==> src/common/fsp_pkg.sv <==
// Package of constants and types for the flash self-programming sequencer.
package fsp_pkg;

   // ---------------------------------------------------------------
   // Clock and timing
   // ---------------------------------------------------------------
   localparam int  CLK_HZ          = 25_000_000;
   // Whole microseconds keep the cycle counts exact, free of real-number rounding.
   localparam int  PROG_MIN_US     = 3700;
   localparam int  PROG_MAX_US     = 4500;
   localparam int  CYC_PER_US      = CLK_HZ / 1_000_000;
   localparam int  PROG_MIN_CYC    = PROG_MIN_US * CYC_PER_US;
   localparam int  PROG_MAX_CYC    = PROG_MAX_US * CYC_PER_US;
   // A value in the middle of the window keeps margin on both sides.
   localparam int  PROG_CYC        = (PROG_MIN_CYC + PROG_MAX_CYC) / 2;
   localparam int  ARM_CYC         = 4;
   localparam int  CNT_W           = 20;

   // ---------------------------------------------------------------
   // Address layout
   // ---------------------------------------------------------------
   localparam int  counter_top_bit             = 11;
   localparam int  page_offset_top_bit         = 4;
   localparam int  pointer_counter_top_bit     = 12;
   localparam int  pointer_page_offset_top_bit = 5;
   localparam logic [11:0] HALT_REGION_BASE    = 12'h0C00;

   // ---------------------------------------------------------------
   // Control patterns on the low five control bits
   // ---------------------------------------------------------------
   localparam logic [4:0] CMD_REENABLE = 5'h11;
   localparam logic [4:0] CMD_LOCKSET  = 5'h09;
   localparam logic [4:0] CMD_PGWRITE  = 5'h05;
   localparam logic [4:0] CMD_PGERASE  = 5'h03;
   localparam logic [4:0] CMD_PGLOAD   = 5'h01;

   typedef enum logic [1:0] {
      ST_IDLE  = 2'b00,
      ST_ARMED = 2'b01,
      ST_BUSY  = 2'b10
   } fsp_state_t;

   typedef struct packed {
      logic [6:0] page;
      logic [4:0] word;
      logic       byte_hi;
   } fsp_addr_t;

   typedef struct packed {
      logic [11:0] boot_start;
      logic [10:0] boot_words;
      logic [5:0]  boot_pages;
   } fsp_boot_t;

endpackage

==> src/design/fsp_seq.sv <==
// Flash self-programming sequencer: address split, boot map, timing and busy control.
module fsp_seq
   import fsp_pkg::*;
(
   // Clock and reset
   input  wire logic        clk,
   input  wire logic        rst_n,
   // Core control
   input  wire logic        ctrl_wr,
   input  wire logic [4:0]  ctrl_wdata,
   input  wire logic        store_exec,
   input  wire logic        load_exec,
   input  wire logic [15:0] pointer,
   input  wire logic        power_down,
   // Configuration
   input  wire logic        boot_size_sel_hi,
   input  wire logic        boot_size_sel_lo,
   // Status
   output logic             store_enable,
   output logic             region_busy_flag,
   output logic [4:0]       ctrl_rdata,
   output logic             fetch_stall,
   output logic             flash_busy,
   // Flash address, strobes and boot map
   output fsp_addr_t        addr_out,
   output logic             erase_strobe,
   output logic             write_strobe,
   output logic             lock_strobe,
   output logic             load_strobe,
   output logic             reenable_strobe,
   output fsp_boot_t        boot_map
);

   // ---------------------------------------------------------------
   // Helpers
   // ---------------------------------------------------------------
   function automatic logic in_halt_region(input logic [6:0] page);
      in_halt_region = {page, 5'h00} >= HALT_REGION_BASE;
   endfunction

   function automatic fsp_boot_t boot_decode(input logic [1:0] sel);
      fsp_boot_t b;
      b = '0;
      unique case (sel)
         2'b11: begin b.boot_start = 12'h0F80; b.boot_words = 11'h080; b.boot_pages = 6'd4;  end
         2'b10: begin b.boot_start = 12'h0F00; b.boot_words = 11'h100; b.boot_pages = 6'd8;  end
         2'b01: begin b.boot_start = 12'h0E00; b.boot_words = 11'h200; b.boot_pages = 6'd16; end
         2'b00: begin b.boot_start = 12'h0C00; b.boot_words = 11'h400; b.boot_pages = 6'd32; end
      endcase
      boot_decode = b;
   endfunction

   // ---------------------------------------------------------------
   // State
   // ---------------------------------------------------------------
   fsp_state_t  state_r, state_nxt;
   logic [4:0]  cmd_r, cmd_nxt;
   logic [CNT_W-1:0] cnt_r, cnt_nxt;
   logic        busy_r, busy_nxt;
   logic        halt_r, halt_nxt;
   fsp_addr_t   addr_r, addr_nxt;
   logic        er_r, er_nxt, wr_r, wr_nxt, lk_r, lk_nxt, ld_r, ld_nxt, re_r, re_nxt;
   fsp_boot_t   boot_r, boot_nxt;
   logic        se_r, se_nxt, fb_r, fb_nxt;
   logic [4:0]  rd_r, rd_nxt;
   logic        legal;

   always_comb begin
      state_nxt = state_r;
      cmd_nxt   = cmd_r;
      cnt_nxt   = cnt_r;
      busy_nxt  = busy_r;
      halt_nxt  = halt_r;
      addr_nxt  = addr_r;
      er_nxt    = 1'b0;
      wr_nxt    = 1'b0;
      lk_nxt    = 1'b0;
      ld_nxt    = 1'b0;
      re_nxt    = 1'b0;
      boot_nxt  = boot_decode({boot_size_sel_hi, boot_size_sel_lo});
      // Power-down sleep means the core issues nothing, so writes are gated here too.
      legal = ctrl_wr && !power_down &&
              (ctrl_wdata == CMD_REENABLE || ctrl_wdata == CMD_LOCKSET ||
               ctrl_wdata == CMD_PGWRITE  || ctrl_wdata == CMD_PGERASE || ctrl_wdata == CMD_PGLOAD);
      // Pointer bits above 12 never reach the address.
      addr_nxt.page    = pointer[pointer_counter_top_bit:pointer_page_offset_top_bit+1];
      addr_nxt.word    = pointer[pointer_page_offset_top_bit:1];
      addr_nxt.byte_hi = pointer[0];
      unique case (state_r)
         ST_IDLE: begin
            if (legal) begin
               cmd_nxt   = ctrl_wdata;
               cnt_nxt   = CNT_W'(ARM_CYC - 1);
               state_nxt = ST_ARMED;
            end
         end
         ST_ARMED: begin
            if (store_exec) begin
               unique case (cmd_r)
                  CMD_PGERASE, CMD_PGWRITE: begin
                     er_nxt    = (cmd_r == CMD_PGERASE);
                     wr_nxt    = (cmd_r == CMD_PGWRITE);
                     halt_nxt  = in_halt_region(addr_nxt.page);
                     if (!in_halt_region(addr_nxt.page)) busy_nxt = 1'b1;
                     cnt_nxt   = CNT_W'(PROG_CYC - 1);
                     state_nxt = ST_BUSY;
                  end
                  CMD_LOCKSET: begin
                     lk_nxt    = 1'b1;
                     cnt_nxt   = CNT_W'(PROG_CYC - 1);
                     state_nxt = ST_BUSY;
                  end
                  CMD_REENABLE: begin
                     re_nxt    = 1'b1;
                     busy_nxt  = 1'b0;
                     state_nxt = ST_IDLE;
                  end
                  default: begin
                     ld_nxt    = 1'b1;
                     busy_nxt  = 1'b0;
                     state_nxt = ST_IDLE;
                  end
               endcase
            end else if (cnt_r == '0) begin
               state_nxt = ST_IDLE;
            end else begin
               cnt_nxt = cnt_r - 1'b1;
            end
         end
         ST_BUSY: begin
            if (cnt_r == '0) begin
               halt_nxt  = 1'b0;
               state_nxt = ST_IDLE;
            end else begin
               cnt_nxt = cnt_r - 1'b1;
            end
         end
         default: state_nxt = ST_IDLE;
      endcase
      // Reset idles the sequencer, but a timed operation keeps counting through it so that
      // it still ends inside its window; an unknown state at power-up falls to idle here.
      if (!rst_n && !(state_r == ST_BUSY && state_nxt == ST_BUSY)) begin
         state_nxt = ST_IDLE;
         cmd_nxt   = '0;
         cnt_nxt   = '0;
         halt_nxt  = 1'b0;
      end
      se_nxt = (state_nxt != ST_IDLE);
      fb_nxt = (state_nxt == ST_BUSY);
      rd_nxt = se_nxt ? cmd_nxt : 5'h00;
   end

   // ---------------------------------------------------------------
   // Registers
   // ---------------------------------------------------------------
   // The sequencing state takes reset through its next-value logic so that a running
   // flash write completes; the enclosing reset tree must keep clk alive meanwhile.
   always_ff @(posedge clk) begin
      state_r <= state_nxt;
      cmd_r   <= cmd_nxt;
      cnt_r   <= cnt_nxt;
      halt_r  <= halt_nxt;
      se_r    <= se_nxt;
      fb_r    <= fb_nxt;
      rd_r    <= rd_nxt;
   end

   always_ff @(posedge clk or negedge rst_n) begin
      if (!rst_n) begin
         busy_r <= 1'b0;
         addr_r <= '0;
         er_r   <= 1'b0;
         wr_r   <= 1'b0;
         lk_r   <= 1'b0;
         ld_r   <= 1'b0;
         re_r   <= 1'b0;
         boot_r <= '0;
      end else begin
         busy_r  <= busy_nxt;
         addr_r  <= addr_nxt;
         er_r    <= er_nxt;
         wr_r    <= wr_nxt;
         lk_r    <= lk_nxt;
         ld_r    <= ld_nxt;
         re_r    <= re_nxt;
         boot_r  <= boot_nxt;
      end
   end

   // ---------------------------------------------------------------
   // Outputs
   // ---------------------------------------------------------------
   always_comb begin
      store_enable     = se_r;
      flash_busy       = fb_r;
      region_busy_flag = busy_r;
      fetch_stall      = halt_r;
      ctrl_rdata       = rd_r;
      addr_out         = addr_r;
      erase_strobe     = er_r;
      write_strobe     = wr_r;
      lock_strobe      = lk_r;
      load_strobe      = ld_r;
      reenable_strobe  = re_r;
      boot_map         = boot_r;
   end

endmodule

==> config.mk <==
export PLATFORM = sky130hd
export DESIGN_NAME = fsp_seq
export DESIGN_NICKNAME = d
export VERILOG_FILES = /design/src/common/fsp_pkg.sv /design/src/design/fsp_seq.sv
export SDC_FILE = /design/constraint.sdc
export NUM_CORES = 1
export LEC_CHECK = 0
export BUFFER_PORTS_ARGS = -buffer_cell sky130_fd_sc_hd__clkbuf_2
export CORE_UTILIZATION = 57
export CTS_BUF_LIST = sky130_fd_sc_hd__clkbuf_4 sky130_fd_sc_hd__clkbuf_8
export CTS_CLUSTER_DIAMETER = 60
export CTS_CLUSTER_SIZE = 40
export DETAILED_ROUTE_END_ITERATION = 12
export PLACE_DENSITY = 0.87
export REMOVE_ABC_BUFFERS = 1
export SYNTH_ARGS = -nofsm -noshare
export SYNTH_HDL_FRONTEND = slang
export SYNTH_SLANG_ARGS = --single-unit
==> constraint.sdc <==
create_clock -name clk -period 5.5 [get_ports clk]
set_input_delay 1.65 -clock clk [delete_from_list [all_inputs] [get_ports clk]]
set_output_delay 1.65 -clock clk [all_outputs]
set_load 0.03 [all_outputs]
# Yosys cells after proc, flatten, opt, wreduce, memory -nomap -nowiden
# Cells that the tools add are included.
dict set report totals {
  reg_bits 83
  out_inout_bits 56
  ram_bits 0
  inputBits 29
  wordCells 103
  latch_bits 0
  mem_bits_ro 0
  memories 0
}
dict set report classes {
  shifts 0
  div_mod_pow 0
  n_mux 36
  add_sub_neg 1
  reduce_logical 23
  bitwise 1
  eq_ne 22
  mul 0
  order_cmp 1
}
# op n
set op_table {}
lappend op_table {{$pmux W29 S4} 1}
lappend op_table {{$mux W20} 4}
lappend op_table {{$pmux W20 S3} 1}
lappend op_table {{$logic_not A20 Y1} 1}
lappend op_table {{$sub A20 B1 Y20 const B} 1}
lappend op_table {{$mux W1} 19}
lappend op_table {{$mux W5} 3}
lappend op_table {{$ge A12 B12 Y1 const B} 1}
lappend op_table {{$eq A2 B2 Y1 const B} 5}
lappend op_table {{$eq A5 B2 Y1 const B} 2}
lappend op_table {{$eq A5 B3 Y1 const B} 2}
lappend op_table {{$eq A5 B4 Y1 const B} 2}
lappend op_table {{$eq A5 B5 Y1 const B} 2}
lappend op_table {{$mux W2} 5}
lappend op_table {{$ne A2 B2 Y1 const B} 4}
lappend op_table {{$reduce_and A4 Y1} 2}
lappend op_table {{$pmux W2 S3} 1}
lappend op_table {{$eq A5 B1 Y1 const B} 1}
lappend op_table {{$eq A2 B1 Y1 const B} 2}
lappend op_table {{$logic_and A1 B1 Y1} 4}
lappend op_table {{$logic_not A2 Y1} 2}
lappend op_table {{$logic_or A1 B1 Y1} 4}
lappend op_table {{$pmux W1 S2} 2}
lappend op_table {{$reduce_bool A2 Y1} 2}
lappend op_table {{9 further kinds} 11}

# Longest topological paths before layout
dict set report depth {
  ltp_word 14
  ltp_mapped 9
  depth_no_buf 8
}

# Worst setup path before layout
# OpenSTA, ideal clock, no wires.
dict set report synth_timing {
  kind {input to register}
  from {input port power_down}
  to {register cnt_r[19]}
  required_ns 5.375
  path_stages 7
  path_buffers 1
  slack_ns 2.449
  t_arrival_ns 2.926
  path_cell_list {and3b_1 nand4_1 a211oi_1 buf_4 nand3_1 xor2_1 nor2_1}
}
dict set report synth_between {
  elab_chain_len 9
}
# item line_no
set synth_rtl {}
lappend synth_rtl {{start, declared} fsp_seq.sv:14} ;# input wire logic power_down,
lappend synth_rtl {{$logic_not A1 Y1 *} fsp_seq.sv:82} ;# legal = ctrl_wr && !power_down &&
lappend synth_rtl {{$logic_and A1 B1 Y1 * (2 in series)} fsp_seq.sv:82}
lappend synth_rtl {{$mux W2} fsp_seq.sv:91} ;# if (legal) begin
lappend synth_rtl {{$pmux W2 S3} fsp_seq.sv:89} ;# unique case (state_r)
lappend synth_rtl {{$eq A2 B2 Y1} fsp_seq.sv:142} ;# if (!rst_n && !(state_r == ST_BUSY && state_nxt == ST_BUSY)) begin
lappend synth_rtl {{$logic_and A1 B1 Y1} fsp_seq.sv:142}
lappend synth_rtl {{$logic_not A1 Y1} fsp_seq.sv:142}
lappend synth_rtl {{$logic_and A1 B1 Y1} fsp_seq.sv:142}
lappend synth_rtl {{end signal, assigned} fsp_seq.sv:161} ;# cnt_r <= cnt_nxt;
lappend synth_rtl {{end, declared} fsp_seq.sv:58} ;# logic [CNT_W-1:0] cnt_r, cnt_nxt;
# Mark *: on every way between the ends. The rest lies on a longest branch, timed or not.
# A chain may end at the register's enable or synchronous reset.

# Worst setup path in the final report
dict set report layout_timing {
  from {input port store_exec}
  to {register cnt_r[10]}
}
dict set report layout_between {
  elab_chain_len 6
}
# item line_no
set layout_rtl {}
lappend layout_rtl {{start, declared} fsp_seq.sv:11} ;# input wire logic store_exec,
lappend layout_rtl {{$mux W2} fsp_seq.sv:98} ;# if (store_exec) begin
lappend layout_rtl {{$pmux W2 S3} fsp_seq.sv:89}
lappend layout_rtl {{$eq A2 B2 Y1} fsp_seq.sv:142}
lappend layout_rtl {{$logic_and A1 B1 Y1} fsp_seq.sv:142}
lappend layout_rtl {{$logic_not A1 Y1} fsp_seq.sv:142}
lappend layout_rtl {{$logic_and A1 B1 Y1} fsp_seq.sv:142}
# Several ways; a longest one is shown, not always the timed one.

==> metrics list <==
- Transition at the pin with the smallest max-transition slack: 958 ps
- Number of antenna-violating nets in the routed design: 0
- Net switching power: 275 uW
* Setup crit start kind: input pin
- Between clock sinks in the finished design, the worst skew comes to 9.73 ps.
- Of the synthesized area, sequential elements account for 47.4%.
- Biggest area consumer among synthesized cells: sky130_fd_sc_hd__dfxtp_1
- Share of total power consumed by net switching: 26.3%
* Met3 Usage GRT: 5.39%
* Post-synthesis cell area: 0.00285 mm^2
- In this run the clock root is driven by a sky130_fd_sc_hd__clkbuf_8.
* Mean post-synth cell area: 9.63 um^2
* Vias per inst: 5.38
- For hold timing, the worst endpoint is cnt_r[12].
- TritonCTS buffer count: 9
* Post-DP HPWL: 4130 um
- TritonCTS built the clock tree.
- Met1 GRT Util: 28.3%
- Power Density: 315 mW/mm^2
- Worst IR Drop VDD: 0.000214 V
- Share of Yosys cell area claimed by the top area cell type: 24.6%
- Combinational Power Share: 13.0%
* Antenna diode count: 0
- After global routing, the most crowded layer is met2.
- Cts-stage hold buffer count: 0
- CTS saw 61 sinks.
* Crit Reg-Reg Endpoint: cnt_r[10]
- Initial DRC count: 152
* Share of final-layout standard cells stronger than drive strength 1: 26.3%
* Horizontal extent of the die: 72.7 um
- Timing would allow up to 292 MHz.
- Clock-pin transition on the worst setup and hold timing paths: 60 ps
- Per report_power, the sequential group accounts for 44.4% of the total.
* Critical Path, Cell by Cell: clkbuf_2 -> nand2_1 -> a211oi_1 -> a211oi_2 -> nand4_1 -> xor2_1 -> nor2_1
* Count leader, synth: sky130_fd_sc_hd__nor2_1
* Pre-CTS setup slack: 1870 ps
- Setup repair after global routing missed its margin: no
- Fraction of power consumed by the clock network: 42.6%
* PortBufs: 64
* Synth area leaders: sky130_fd_sc_hd__dfxtp_1, sky130_fd_sc_hd__dfrtp_1, sky130_fd_sc_hd__buf_4
- Worst-case register-to-register setup slack: 2690 ps
- Summed over all layers, the global routing overflow is 0.
- Longest individual stage delay on the worst path: 830 ps
* Warnings, synthesis: 0
- Skew-Pair Late Insertion Delay: 340 ps
- The final count of pins violating max slew is 0.
* Worst-case setup margin in the final layout: 2080 ps
- Worst reg-to-reg path cell count: 8
- Placeable core region: 0.00475 mm^2
- The congestion estimate from routability-driven global placement came to 0.839.
- The worst hold path was traced through 2 stages.
- Biggest fanout along the worst timing path: 14
* Final critical delay including setup and external delays: 3420 ps
* Pin count of the biggest net entering global routing: 33
- The number of antenna violations at the first check in global routing came to 0.
- From bottom edge to top edge, the die measures 72.7 um.
* Routed wire per std cell: 13.6 um
* Count of mapped cells out of synthesis: 296
* Number of cells upsized or downsized after cts: 0
- Vias in the first global route: 2161
* Total negative slack for setup checks: 0 ps
- Launch instance of the worst register-to-register path: state_r[1]
* Max-cap violations: 0
- Summing over every cut layer, the via total after detailed routing is 2301.
- Clock H-tree levels: 3
- Final-report hold violation count: 0
- Required time of the critical path: 5710 ps
- Fraction of synthesis flops using an asynchronous set or reset pin: 42.6%
- Final setup fails: 0
- Data arrival, critical path: 3630 ps
- Primary flip-flop cell chosen by synthesis mapping: sky130_fd_sc_hd__dfxtp_1
- Internal power of the cells: 772 uW
* EDFF count, synth: 0
- Leak pwr: 1.52 nW
- In this run the most critical hold path is launched from cnt_r[12].
- Cell types with the highest counts after synthesis: sky130_fd_sc_hd__nor2_1, sky130_fd_sc_hd__dfxtp_1, sky130_fd_sc_hd__dfrtp_1
- The initialized floorplan defines 25 standard-cell rows.
- In this run the worst hold path is classified as flop to flop.
* Full die area: 0.00529 mm^2
- In the global route stage, overall resource usage came out at 24.7%.
* Slowest stage cell, crit path: sky130_fd_sc_hd__a211oi_2
* Type of the worst setup path: input pin to flop
- The synthesized design contains 61 register bits.
- Number of design rule violations left after detail routing: 0
- Total setup buffers inserted after CTS: 0
* Relative area change from synthesis to final layout: 16.7%
* Global Route met2 Usage: 42.8%
- The flow ran to the end, and the final reports show no timing, DRC or antenna violations.
- The first global-routing pass estimated 9800 um of wire.
- The longest clock path from root to sink contains 2 buffers.
- STA classifies the critical path endpoint as a flop.
* Initial Utilization: 60.0%
* Routed Wire Length: 5800 um
- Pin placement for this block handled 85 I/O pins.
- In the final design database the tool counted 391 nets.
- Share of the cycle needed by the critical path after routing: 62.3%
- The worst pin sits at a relative slew slack of 36.0%.
- Counting distinct cell types in the post-synthesis netlist gives 55.
- Number of detailed-routing iterations run before antenna repair: 4
[routing by layer]
layer / up-vias / routed length [um]
li1: 1116 / -
met1: 1079 / 2320
met2: 97 / 3000
met3: 9 / 390
met4: 0 / 95
met5: - / 0
[worst max path at each step]
| stage | from | to | slack (ps) | cells past startpoint |
|---|---|---|---|---|
| 2_1_floorplan | power_down | cnt_r[10] | 2110 | 6 |
| 3_3_place_gp | store_exec | cnt_r[0] | 1950 | 7 |
| 3_5_place_dp | store_exec | cnt_r[19] | 1870 | 7 |
| 4_1_cts | store_exec | cnt_r[10] | 2130 | 7 |
| 5_1_grt | store_exec | cnt_r[10] | 1870 | 7 |
| 6_report | store_exec | cnt_r[10] | 2080 | 7 |
[per-stage QoR]
stage | total power [mW] | instances | hold slack [ps] | area, um^2 | utilization (%)
floorplan | 0.567 | 281 | 431 | 2690 | -
global placement | 0.605 | 412 | 461 | 3100 | 65.2
detailed placement | 0.609 | 412 | 457 | 3100 | 65.2
CTS | 1.05 | 428 | 481 | 3330 | 70.0
global route | 1.08 | 428 | 504 | 3330 | 70.0
finish | 1.05 | 428 | 481 | 3330 | 70.0
[power by group through the flow]
stage | logic [mW] | registers (mW) | clock network (mW)
after floorplan | 0.0671 | 0.500 | 0
after detailed placement | 0.135 | 0.474 | 0
after global placement | 0.132 | 0.473 | 0
final | 0.136 | 0.465 | 0.446
after CTS | 0.136 | 0.465 | 0.452
after global routing | 0.149 | 0.466 | 0.470
[critical path, delay by kind of cell]
kind | cells | cell delay (ps)
buf+inv | 1 | 110
xor+xnor | 1 | 220
compound gates | 2 | 980
simple gates | 3 | 670
[sequential cells by signal, summed over array words and instances (netlist names), 2 cells and up]
register,count
state_r,2
ctrl_rdata,5
boot_map,7
cmd_r,5
cnt_r,20
addr_out,13
[area by class of cell]
| type | count | area, um^2 |
|---|---|---|
| clock buffers | 12 | 153 |
| clock inverters | 4 | 72.6 |
| fillers | 375 | 1430 |
| inverters | 12 | 45.0 |
| multi-input cells | 208 | 1300 |
| flip-flops and latches | 61 | 1350 |
| well taps | 67 | 83.8 |
| repair buffers | 64 | 320 |
[cells by family (layout without fill, tap and decap cells)]
logic type               count (synthesis)  after routing  share of synthesized area (%)
XOR/XNOR                                14             14                           4.30
AO/OA/AOI/OAI                           49             49                           13.0
adder cells (fa/ha/maj)                  6              6                           2.63
multiplexers                             3              3                           1.05
flip-flops                              61             61                           47.4
other                                    2             17                          0.263
buffers and inverters                   42             92                           9.13
AND/OR/NAND/NOR                        119            119                           22.2
[placed cells by master, fill, tap and decap left out, types with 10 or more instances in the layout]
| master | Yosys | final |
|---|---|---|
| sky130_fd_sc_hd__clkbuf_2 | 0 | 64 |
| sky130_fd_sc_hd__nor2_1 | 45 | 45 |
| sky130_fd_sc_hd__dfxtp_1 | 35 | 35 |
| sky130_fd_sc_hd__dfrtp_1 | 26 | 26 |
| sky130_fd_sc_hd__conb_1 | 2 | 17 |
| sky130_fd_sc_hd__nand2_1 | 14 | 14 |
| sky130_fd_sc_hd__inv_1 | 12 | 12 |
| sky130_fd_sc_hd__nor3_1 | 10 | 10 |
| sky130_fd_sc_hd__nand3_1 | 10 | 10 |
| sky130_fd_sc_hd__clkbuf_8 | 0 | 10 |
Note: power is estimated with default switching activity, not from simulation.
